### config.mk
export PLATFORM = sky130hd
export DESIGN_NAME = kms_scanner
export DESIGN_NICKNAME = d
export VERILOG_FILES = /design/src/hdl/kms_pkg.sv /design/src/hdl/kms_scanner.sv
export VERILOG_INCLUDE_DIRS = /design/src /design/src/hdl
export SDC_FILE = /design/constraint.sdc
export NUM_CORES = 1
export LEC_CHECK = 0
export CORE_ASPECT_RATIO = 2
export CORE_UTILIZATION = 45
export CTS_BUF_LIST = sky130_fd_sc_hd__clkbuf_4 sky130_fd_sc_hd__clkbuf_8 sky130_fd_sc_hd__clkbuf_16
export DETAILED_ROUTE_END_ITERATION = 16
export DONT_BUFFER_PORTS = 1
export MAX_ROUTING_LAYER = met4
export PLACE_DENSITY = 0.68
export SYNTH_ARGS = -nofsm -noshare
export SYNTH_HDL_FRONTEND = slang
export SYNTH_SLANG_ARGS = --single-unit
### constraint.sdc
create_clock -name mclk -period 3.59 [get_ports mclk]
set_clock_uncertainty 0.1 [all_clocks]
set_input_delay 0.359 -clock mclk [delete_from_list [all_inputs] [get_ports mclk]]
set_output_delay 0.359 -clock mclk [all_outputs]
set_load 0.01 [all_outputs]
### src/hdl/kms_params.svh
/*
  offsets, field positions, reset values and timing counts of the key matrix scanner.
  assumes a 100 MHz core clock and full 32-bit byte addresses on the register port.
*/
`ifndef KMS_PARAMS_SVH
`define KMS_PARAMS_SVH

// ================================================================
// register byte addresses
`define KMS_ADDR_SCAN_SETUP   32'h808f0000
`define KMS_ADDR_PROBE_KEY    32'h808f0004
`define KMS_ADDR_KEY_CAPTURE  32'h808f0008
`define KMS_ADDR_POWER_CTRL   32'h808f000c

// ================================================================
// scan_setup fields
`define KMS_SETUP_WIDTH       24
`define KMS_SETUP_RESET       24'h000000
`define KMS_F_DIVIDER_LSB     0
`define KMS_F_DIVIDER_MSB     9
`define KMS_F_SPARE_LSB       10
`define KMS_F_SPARE_MSB       11
`define KMS_F_ROW_TEST        12
`define KMS_F_BACK_DRIVE      13
`define KMS_F_PROBE_EN        14
`define KMS_F_TRIPLE_DIS      15
`define KMS_F_DEBOUNCE_LSB    16
`define KMS_F_DEBOUNCE_MSB    23

// ================================================================
// key_capture fields
`define KMS_F_KEY1_LSB        0
`define KMS_F_KEY2_LSB        6
`define KMS_F_COUNT_LSB       12
`define KMS_F_PRESENT         14
`define KMS_F_PENDING         15

// ================================================================
// debounce and stepping
`define KMS_DEBOUNCE_TERMINAL 8'hff
`define KMS_ROW_TEST_STRIDE   6'h08
`define KMS_BACK_DRIVE_COLS   3'h2
`define KMS_TRIPLE_ROW        3'h0
`define KMS_TRIPLE_COL_A      2
`define KMS_TRIPLE_COL_B      4
`define KMS_TRIPLE_COL_C      7

// ================================================================
// timing
`define KMS_CLK_HZ            100000000
`define KMS_TICK_HZ           1000000
`define KMS_TICK_CYCLES       (`KMS_CLK_HZ / `KMS_TICK_HZ)

`endif

### src/hdl/kms_pkg.sv
/*
  types shared by the key matrix scanner.
  assumes nothing beyond a SystemVerilog compiler.
*/
package kms_pkg;

  // ================================================================
  // decoded result of one full array scan
  typedef struct packed {
    logic [1:0] count;
    logic [5:0] key2;
    logic [5:0] key1;
  } kms_keys_t;

  // ================================================================
  // matrix pin group
  typedef struct packed {
    logic [7:0] row_out;
    logic [7:0] row_oe;
    logic [7:0] col_out;
    logic [7:0] col_oe;
  } kms_pins_t;

  typedef enum logic [1:0] {
    KMS_MODE_SCAN,
    KMS_MODE_PROBE
  } kms_mode_t;

endpackage

### src/hdl/kms_scanner.sv
/*
  key matrix scanner: row drive, column sampling, two-key decode, debounce,
  latched key interrupt, wake detect, three-key reset request and test modes.
  assumes pulled-up column pins from outside the clock domain and a register
  master on the same clock that reads and writes whole words only.
*/
`include "kms_params.svh"

module kms_scanner
  import kms_pkg::*;
#(
  parameter int TICK_CYCLES = `KMS_TICK_CYCLES
)(
  input  wire logic        mclk,
  input  wire logic        nrst,
  input  wire logic [31:0] addr,
  input  wire logic [31:0] wdata,
  input  wire logic        wr,
  input  wire logic        rd,
  output logic      [31:0] rdata,
  input  wire logic [7:0]  col_in,
  output kms_pins_t        pins,
  output logic             key_irq,
  output logic             wake_irq,
  output logic             reset_keys_detected
);

  // ================================================================
  // registers
  logic [23:0] scan_setup;
  logic [5:0]  diagnostic_key_select;
  logic        low_power_mode;
  logic [9:0]  step_divider_load;
  logic        row_test_mode;
  logic        back_drive;
  logic        manual_probe_enable;
  logic        triple_reset_disable;
  logic [7:0]  debounce_start_value;

  assign step_divider_load    = scan_setup[`KMS_F_DIVIDER_MSB:`KMS_F_DIVIDER_LSB];
  assign row_test_mode        = scan_setup[`KMS_F_ROW_TEST];
  assign back_drive           = scan_setup[`KMS_F_BACK_DRIVE];
  assign manual_probe_enable  = scan_setup[`KMS_F_PROBE_EN];
  assign triple_reset_disable = scan_setup[`KMS_F_TRIPLE_DIS];
  assign debounce_start_value = scan_setup[`KMS_F_DEBOUNCE_MSB:`KMS_F_DEBOUNCE_LSB];

  kms_mode_t mode;
  assign mode = manual_probe_enable ? KMS_MODE_PROBE : KMS_MODE_SCAN;

  always_ff @(posedge mclk)
  begin
    if (!nrst)
      scan_setup <= `KMS_SETUP_RESET;
    else if (wr && addr == `KMS_ADDR_SCAN_SETUP)
      scan_setup <= wdata[23:0];
  end

  always_ff @(posedge mclk)
  begin
    if (!nrst)
    begin
      diagnostic_key_select <= 6'h00;
      low_power_mode        <= 1'b0;
    end
    else if (wr && addr == `KMS_ADDR_PROBE_KEY)
      diagnostic_key_select <= wdata[5:0];
    else if (wr && addr == `KMS_ADDR_POWER_CTRL)
      low_power_mode <= wdata[0];
  end

  // ================================================================
  // column synchroniser
  logic [7:0] col_meta;
  logic [7:0] col_sync;

  always_ff @(posedge mclk)
  begin
    if (!nrst)
    begin
      col_meta <= 8'hff;
      col_sync <= 8'hff;
    end
    else
    begin
      col_meta <= col_in;
      col_sync <= col_meta;
    end
  end

  // ================================================================
  // 1 MHz enable and prescaler
  logic [7:0] tick_cnt;
  logic       tick;
  logic [9:0] pre_cnt;
  logic       step;

  assign tick = (tick_cnt == 8'(TICK_CYCLES - 1));

  always_ff @(posedge mclk)
  begin
    if (!nrst || tick)
      tick_cnt <= 8'h00;
    else
      tick_cnt <= tick_cnt + 8'h01;
  end

  always_ff @(posedge mclk)
  begin
    if (!nrst)
      pre_cnt <= 10'h000;
    else if (tick)
      pre_cnt <= (pre_cnt == 10'h000) ? step_divider_load : pre_cnt - 10'h001;
  end

  assign step = tick && (pre_cnt == 10'h000) && (mode == KMS_MODE_SCAN);

  // ================================================================
  // row/column counter: 64 steps per scan, 8 in row test mode
  logic [5:0] row_column_counter;
  logic [2:0] cur_row;
  logic [2:0] cur_col;
  logic       latch_now;
  logic       scan_end;

  assign cur_row   = row_column_counter[5:3];
  assign cur_col   = row_column_counter[2:0];
  assign latch_now = (cur_col == 3'h7) || row_test_mode;
  // scan closes after the last step of row 7
  assign scan_end  = step && (cur_row == 3'h7) && latch_now;

  always_ff @(posedge mclk)
  begin
    if (!nrst)
      row_column_counter <= 6'h00;
    else if (step)
    begin
      // stride of 8 checks column 0 only; column bits cleared so a
      // mid-row entry into the mode still lands on column 0
      if (row_test_mode)
        row_column_counter <= {cur_row, 3'h0} + `KMS_ROW_TEST_STRIDE;
      else
        row_column_counter <= row_column_counter + 6'h01;
    end
  end

  // ================================================================
  // column capture at row end; decoded during the next row (pipelined,
  // so each scan opens with row 7's data)
  logic [7:0] row_data;
  logic       triple_seen;

  // sample columns at the end of the row
  always_ff @(posedge mclk)
  begin
    if (!nrst)
      row_data <= 8'hff;
    else if (step && latch_now)
      row_data <= col_sync;
  end

  // row 0 columns 2, 4, 7 low
  always_ff @(posedge mclk)
  begin
    if (!nrst)
      triple_seen <= 1'b0;
    else if (step && latch_now && cur_row == `KMS_TRIPLE_ROW)
      triple_seen <= !col_sync[`KMS_TRIPLE_COL_A] && !col_sync[`KMS_TRIPLE_COL_B]
                     && !col_sync[`KMS_TRIPLE_COL_C];
  end

  // level while held; disable gates it
  always_ff @(posedge mclk)
  begin
    if (!nrst)
      reset_keys_detected <= 1'b0;
    else
      reset_keys_detected <= triple_seen && !triple_reset_disable;
  end

  // ================================================================
  // decode of the first two keys in a scan
  kms_keys_t acc;
  kms_keys_t next_acc;
  logic [2:0] eval_row;
  logic       hit;
  logic [5:0] eval_addr;

  assign eval_row  = cur_row - 3'h1;
  assign eval_addr = {eval_row, cur_col};
  assign hit       = !row_data[cur_col];

  // keep only the first two hits in decode order: row 7, then rows 0 to 6
  always_comb
  begin
    next_acc = acc;
    if (hit)
    begin
      if (acc.count == 2'h0)
      begin
        next_acc.key1  = eval_addr;
        next_acc.count = 2'h1;
      end
      else if (acc.count == 2'h1)
      begin
        next_acc.key2  = eval_addr;
        next_acc.count = 2'h2;
      end
    end
  end

  always_ff @(posedge mclk)
  begin
    if (!nrst || scan_end)
      acc <= '0;
    else if (step)
      acc <= next_acc;
  end

  // ================================================================
  // debounce
  kms_keys_t  last_scan;
  logic [7:0] debounce_cnt;
  logic [7:0] next_debounce_cnt;
  logic       differ;
  logic       fire;

  // any change of count or either key
  assign differ = (next_acc != last_scan);

  always_comb
  begin
    next_debounce_cnt = debounce_cnt;
    if (differ)
      next_debounce_cnt = debounce_start_value;
    else if (debounce_cnt != `KMS_DEBOUNCE_TERMINAL)
      next_debounce_cnt = debounce_cnt + 8'h01;
  end

  // fire only on entering terminal count
  assign fire = scan_end && (next_debounce_cnt == `KMS_DEBOUNCE_TERMINAL)
                && (debounce_cnt != `KMS_DEBOUNCE_TERMINAL);

  always_ff @(posedge mclk)
  begin
    if (!nrst)
    begin
      debounce_cnt <= 8'h00;
      last_scan    <= '0;
    end
    else if (scan_end)
    begin
      // reload on change, count on match
      debounce_cnt <= next_debounce_cnt;
      last_scan    <= next_acc;
    end
  end

  // ================================================================
  // capture and interrupt
  kms_keys_t held;
  logic      pending;
  logic      key_present;
  logic      cap_read;

  assign cap_read = rd && addr == `KMS_ADDR_KEY_CAPTURE;

  // newest settled set replaces the held one
  always_ff @(posedge mclk)
  begin
    if (!nrst)
      held <= '0;
    else if (fire)
      held <= next_acc;
  end

  // set wins over the read clear
  always_ff @(posedge mclk)
  begin
    if (!nrst)
      pending <= 1'b0;
    else if (fire)
      pending <= 1'b1;
    else if (cap_read)
      pending <= 1'b0;
  end

  assign key_irq = pending;

  always_ff @(posedge mclk)
  begin
    if (!nrst)
      key_present <= 1'b0;
    else if (mode == KMS_MODE_PROBE)
      key_present <= !col_sync[diagnostic_key_select[2:0]];
  end

  // ================================================================
  // matrix drive
  logic back_active;

  assign back_active = back_drive && (cur_col < `KMS_BACK_DRIVE_COLS);

  always_ff @(posedge mclk)
  begin
    if (!nrst)
      pins <= '0;
    else if (mode == KMS_MODE_PROBE)
    begin
      pins.row_out <= 8'h00;
      pins.row_oe  <= 8'h01 << diagnostic_key_select[5:3];
      pins.col_out <= 8'h00;
      pins.col_oe  <= 8'h00;
    end
    else if (low_power_mode)
    begin
      // idle rows low so any press pulls a column; columns stay inputs
      pins.row_out <= 8'h00;
      pins.row_oe  <= 8'hff;
      pins.col_out <= 8'h00;
      pins.col_oe  <= 8'h00;
    end
    else if (back_active)
    begin
      pins.row_out <= 8'hff;
      pins.row_oe  <= 8'hff;
      pins.col_out <= 8'hff;
      pins.col_oe  <= 8'hff;
    end
    else
    begin
      // one row low at a time
      pins.row_out <= 8'h00;
      pins.row_oe  <= 8'h01 << cur_row;
      pins.col_out <= 8'h00;
      pins.col_oe  <= 8'h00;
    end
  end

  // ================================================================
  // wake detect: raw pins on purpose, must work with clocks stopped
  // and of columns, unclocked
  assign wake_irq = low_power_mode && !(&col_in);

  // ================================================================
  // read port: data one cycle after the strobe
  always_ff @(posedge mclk)
  begin
    if (!nrst)
      rdata <= 32'h00000000;
    else if (rd)
    begin
      case (addr)
        `KMS_ADDR_SCAN_SETUP:  rdata <= {8'h00, scan_setup};
        `KMS_ADDR_PROBE_KEY:   rdata <= {26'h0000000, diagnostic_key_select};
        `KMS_ADDR_KEY_CAPTURE: rdata <= {16'h0000, pending, key_present, held.count,
                                         held.key2, held.key1};
        `KMS_ADDR_POWER_CTRL:  rdata <= {31'h00000000, low_power_mode};
        default:               rdata <= 32'h00000000;
      endcase
    end
  end

endmodule

Word level (Yosys, flattened, before mapping)
Cells that the tools add are included.
- $add $sub $neg: 6
- $lt $le $gt $ge: 3
- eq/ne operators: 12
- shifts and indexed selects: 2
- mux-type cells: 20
- bitwise gates (word level): 2
- reductions and logical operators: 35
- operators with widths (operator ; count):
    == test 32 bit, second input constant ; 4
    case mux 24 bit (4 select lines) ; 1
    2-to-1 mux 24 bit ; 2
    2-to-1 mux 32 bit ; 1
    2-to-1 mux 8 bit ; 3
    2-to-1 mux 6 bit ; 3
    logical AND 1 bit ; 17
    adder 8 x 1 -> 8 bit, second input constant ; 2
    << shifter 1 x 3 -> 8 bit, first input constant ; 2
    2-to-1 mux 14 bit ; 1
    != test 14 bit ; 1
    logical NOT 10 bit ; 1
    2-to-1 mux 10 bit ; 1
    subtractor 10 x 1 -> 10 bit, second input constant ; 1
    == test 8 x 7 -> 1 bit, second input constant ; 1
    == test 8 bit, second input constant ; 1
    less-than comparator 3 x 4 -> 1 bit, second input constant ; 2
    != test 8 bit, second input constant ; 1
    AND reduction 8 bit ; 1
    logical NOT 1 bit ; 7
    adder 6 x 1 -> 6 bit, second input constant ; 1
    adder 6 x 4 -> 6 bit, second input constant ; 1
    binary-select mux 1 bit (select 3 bit) ; 2
    == test 3 bit, second input constant ; 2
    13 further kinds ; 21
- register bits: 197
- input port bits: 76
- logic and storage cells: 108

Depth between registers and ports, before layout
- word-level depth: 10
- depth in mapped cells: 13
- depth with buffers taken out: 11

Worst setup path before layout
Ideal clock, no wire load.
- path kind: register -> register
- start point: register row_column_counter[3]
- end point: register pending, in the netlist key_irq
- library setup time: 115 ps
- data arrival time: 2972 ps
- required time: 3375 ps
- slack: 403 ps
- cell stages (with the launch flop): 13
- path buffers: 2
- cells stage by stage: dfxtp_1 clkbuf_1 inv_1 ha_1 a221oi_1 a21oi_1 nor4_1 a32oi_1 nor4_4 nand2_2 mux2_4 buf_6 o21a_1
- cells in the longest elaborated chain, start to end: 10
- RTL lines (item ; RTL line ; source):
    from (decl) ; kms_scanner.sv:119 ; logic [5:0] row_column_counter;
    from (signal assigned) ; kms_scanner.sv:140 ; row_column_counter <= {cur_row, 3'h0} + `KMS_ROW_TEST_STRIDE;
    from (signal assigned) ; kms_scanner.sv:142 ; row_column_counter <= row_column_counter + 6'h01;
    subtractor 3 x 1 -> 3 bit ; kms_scanner.sv:188 ; assign eval_row = cur_row - 3'h1;
    2-to-1 mux 8 bit ; kms_scanner.sv:203 ; else if (acc.count == 2'h1)
    2-to-1 mux 6 bit ; kms_scanner.sv:198 ; if (acc.count == 2'h0)
    2-to-1 mux 14 bit ; kms_scanner.sv:196 ; if (hit)
    != test 14 bit ; kms_scanner.sv:228 ; assign differ = (next_acc != last_scan);
    2-to-1 mux 8 bit ; kms_scanner.sv:233 ; if (differ)
    == test 8 bit (no line) ; - ;
    logical AND 1 bit * (2 in a row) ; kms_scanner.sv:240 ; assign fire = scan_end && (next_debounce_cnt == `KMS_DEBOUNCE_TERMINAL)
    2-to-1 mux 1 bit / nonzero test 2 bit (equally long branches) ; - ;
    to (signal assigned) ; kms_scanner.sv:280 ; pending <= 1'b0;
    to (signal assigned) ; kms_scanner.sv:282 ; pending <= 1'b1;
    to (signal assigned) ; kms_scanner.sv:284 ; pending <= 1'b0;
    to (decl) ; kms_scanner.sv:261 ; logic pending;
Every way passes the cells marked *; elsewhere a longest branch is shown, timed or not.
A chain may end at the register's enable or synchronous reset.

Final worst setup path
- start point: register row_column_counter[1]
- end point: register pending, in the netlist key_irq
- cells in the longest elaborated chain, start to end: 9
- RTL lines (item ; RTL line):
    binary-select mux 1 bit (select 3 bit) / 2-to-1 mux 8 bit (equally long branches) ; kms_scanner.sv:190, kms_scanner.sv:203
    2-to-1 mux 1 bit (implied by the code) / 2-to-1 mux 6 bit (equally long branches) ; kms_scanner.sv:190, kms_scanner.sv:198
    2-to-1 mux 14 bit ; kms_scanner.sv:196
    != test 14 bit ; kms_scanner.sv:228
    2-to-1 mux 8 bit ; kms_scanner.sv:233
    == test 8 bit (no line) ; -
    logical AND 1 bit * (2 in a row) ; kms_scanner.sv:240
    2-to-1 mux 1 bit / nonzero test 2 bit (equally long branches) ; -
Every way passes the cells marked *; elsewhere a longest branch is shown, timed or not. The select of a mux whose other input is x is not followed.

==> impl_metrics.ini <==
[floorplan]
fp.dieH_um = 192
die_x_um = 97.2
num_rows = 69
coreArea_sq_um = 17800
dieArea_sq_um = 18700
ios = 143
start_util = 0.458

[detailed_routing]
drc = 0
drt-total-wl_mm = 21.4
via_count = 6926
vias_per_cell = 5.72
wl_per_cell_um = 17.7
ant_nets = 0
dr.pass1.iters = 4
drt_iter0_drc = 298

[layout]
num_antenna_cells = 0
finish.instance_area_sq_um = 9220
fill_cells = 1656
stdcell_count = 1210
drive_above_1_share = 0.109
areaGrowthSynthToFinish_pct = 13.1
final_cell_mix = dfxtp_1, nand2_1, a21oi_1
nets = 1075
mostFrequentLayoutCell = dfxtp_1

[worst_setup_path]
critPathSlowestCell = dfxtp_1
critical_path_class = flip-flop to flip-flop
crit_arrival_ns = 3.56
worstSetupEndpointType = flip-flop
worstSetupStartpointType = flip-flop
startpoint = row_column_counter[1]$_SDFFE_PN0P_
path_buf_inv = 1
path_cells = mux2i_2, a22o_1, nor2_1, o221a_1, a2111o_1, nor4_4, nand2_2, mux2_4, buf_4, o21a_1
crit-reg2reg-launch = row_column_counter[1]$_SDFFE_PN0P_
cp_data_required_time_ns = 3.82
max_stage_delay_ns = 0.52
cp_top_family = compound AO/OA/AOI/OAI gates
critical_path.max_fanout = 10

[pwr]
power.share.sequential = 0.494
power.total_mw = 3.78
power.density_nw_per_um2 = 409
combPwrFrac = 0.031
netSwitchingPower_mw = 0.856
p_leak_nw = 3.30
swShare = 0.227
internal_power_mw = 2.92
ir_drop_mv = 0.246
pwr-share-clk = 0.476

[sta]
period_share = 0.927
worstMarginPinSlew_ns = 1.15
report.final.slew_viol_count = 0
setup_viol = 0
hold_ws_ns = 0.0197
rsz0062_at_grt = no
timing.slew.headroom = 0.231
fin_setup_tns_ns = 0
finalHoldViolations = 0
max_freq_ghz = 0.300
fin_crit_ns = 3.33

[global_routing]
grt_usage = 0.241
overflow = 0
grt_first_pass_wirelength_mm = 34.4
grt_start_max_net_pins = 55
antenna_found_initial = 0
grt_pass1_vias = 6726

[synthesis]
synth_cells = 977
ys_seq_elements = 166
synthAdderAreaFrac = 0.0230
netlist_area_sq_um = 8150
seq_area_frac_synth = 0.408
synth-async-reset-ratio = 0
synthFlopType = dfxtp_1
ys_warn_count = 0
synth.avg_cell_area_sq_um = 8.34
synth.area.mux_share = 0.0841
synth_edf_count = 0
synthDistinctLibCells = 77
synth_top_family_by_area = simple AND/OR/NAND/NOR gates
synth-xor-area-share = 0.0193
synth_simple_gate_area_frac = 0.247
synth_compound_area_frac = 0.150

[job]
drv_cap = 0

[clock_network]
clk_latency_ns = 0.43
cts_root_buffer = clkbuf_16
cts_made_buffers = 17
cts_tree = built
cts_sinks = 166
clk_pin_slew_ns = 0.07
cts.htree.levels = 4
clk_path_buf_depth = 2

[worst_hold_path]
hp-class = primary input to flip-flop
hp-start = nrst

[place]
gp_congestion = 0.903
placed_cells = 1135
portBuffers = 0
dp_hpwl_mm = 15.1
place_area_sq_um = 8210

[outcome]
outcome = complete, no violations
==> metal layers <==
| layer | track usage | share of wire | vias to the layer above | wire length, um |
|---|---|---|---|---|
| met4 | 0.125 | 0.037 | 0 | 795 |
| met1 | 0.233 | 0.37 | 3312 | 7850 |
| met5 | - | 0 | - | 0 |
| met3 | 0.0333 | 0.038 | 47 | 818 |
| met2 | 0.461 | 0.56 | 192 | 12000 |
| li1 | - | - | 3375 | - |
==> worst register-to-register path, stage by stage, from the launching register on <==
cell	delay [ns]
dfxtp_1	0.52
mux2i_2	0.43
a22o_1	0.32
nor2_1	0.15
o221a_1	0.23
a2111o_1	0.43
nor4_4	0.23
nand2_2	0.11
mux2_4	0.38
buf_4	0.16
o21a_1	0.17
==> path summary, 6_finish.rpt <==
check / slack, ns / to / cells after the start
max: 0.26 / key_irq$_SDFFE_PN0P_ / 10
min: 0.02 / held[6]$_SDFFE_PN0P_ / 2
min reg2reg: 0.31 / col_sync[7]$_SDFF_PN1_ / 1
max reg2reg: 0.26 / key_irq$_SDFFE_PN0P_ / 10
==> per-stage QoR <==
| stage | utilization | worst slack (ns) |
|---|---|---|
| after floorplan | - | 0.403 |
| after global placement | 0.462 | 0.236 |
| after detailed placement | 0.462 | 0.159 |
| after CTS | 0.515 | 0.114 |
| after global routing | 0.519 | 0.0346 |
| final | 0.519 | 0.262 |
==> Yosys cell counts (4+ instances only) <==
| cell type | number | area share |
|---|---|---|
| nand4_1 | 8 | 0.0061 |
| nor4_1 | 9 | 0.0069 |
| and2_1 | 8 | 0.0061 |
| dfxtp_1 | 166 | 0.41 |
| ha_1 | 15 | 0.023 |
| or3_1 | 7 | 0.0054 |
| clkbuf_1 | 48 | 0.022 |
| a221oi_1 | 4 | 0.0043 |
| nand3_1 | 54 | 0.033 |
| inv_1 | 19 | 0.0087 |
| nand2_1 | 147 | 0.068 |
| o21a_1 | 4 | 0.0037 |
| nor2_1 | 68 | 0.031 |
| a211oi_1 | 17 | 0.016 |
| o31ai_1 | 4 | 0.0037 |
| a21o_1 | 4 | 0.0037 |
| a21oi_1 | 98 | 0.060 |
| buf_4 | 31 | 0.029 |
| xor2_1 | 13 | 0.014 |
| and3_1 | 8 | 0.0061 |
| mux2_2 | 12 | 0.017 |
| o21ai_0 | 23 | 0.014 |
| mux2i_1 | 38 | 0.047 |
| nor2b_1 | 9 | 0.0069 |
| nand3b_1 | 6 | 0.0055 |
| nor3_1 | 19 | 0.012 |
| xnor2_1 | 5 | 0.0054 |
| buf_2 | 5 | 0.0031 |
| a31oi_1 | 13 | 0.010 |
| nand2b_1 | 44 | 0.034 |
| buf_1 | 6 | 0.0028 |
==> sequential cells by signal, indices dropped and copies added (netlist names), 6 cells and up <==
name,cells
tick_cnt,8
pre_cnt,10
held,14
row_data,8
last_scan,14
scan_setup,24
rdata,24
diagnostic_key_select,6
col_meta,8
row_column_counter,6
debounce_cnt,8
col_sync,8
acc,14
pins,9
==> what timing repair did <==
item,CTS,global route
endpoints found under the hold margin,99,0
hold buffers,36,0
endpoints found under the setup margin,0,26
resized for setup,0,3
setup buffers,0,7
==> power groups by stage <==
stage	clock network (mW)	registers (mW)	logic (mW)
after detailed placement	0	1.91	0.0619
after CTS	1.83	1.86	0.114
after floorplan	0	1.90	0.0743
after global routing	1.91	1.87	0.124
final	1.80	1.86	0.115
after global placement	0	1.91	0.0611
==> final cells by class <==
class                           count  area (sq um)  area share
Clock inverter                     12           119      0.0129
Clock buffer                       20           460      0.0499
Multi-Input combinational cell    706          4320       0.468
Sequential cell                   166          3320       0.360
Tap cell                          213           267      0.0289
Timing Repair Buffer               73           661      0.0716
Inverter                           20          75.1     0.00814
==> logic make-up after synthesis <==
kind of cell               Yosys count
DFF                                166
AOI/OAI and AO/OA                  197
muxes                               60
buffers and inverters              112
and+or+nand+nor                    408
adders and majority gates           15
other                                1
xor gates and xnor gates            18
Note: power is estimated with default switching activity, not from simulation.
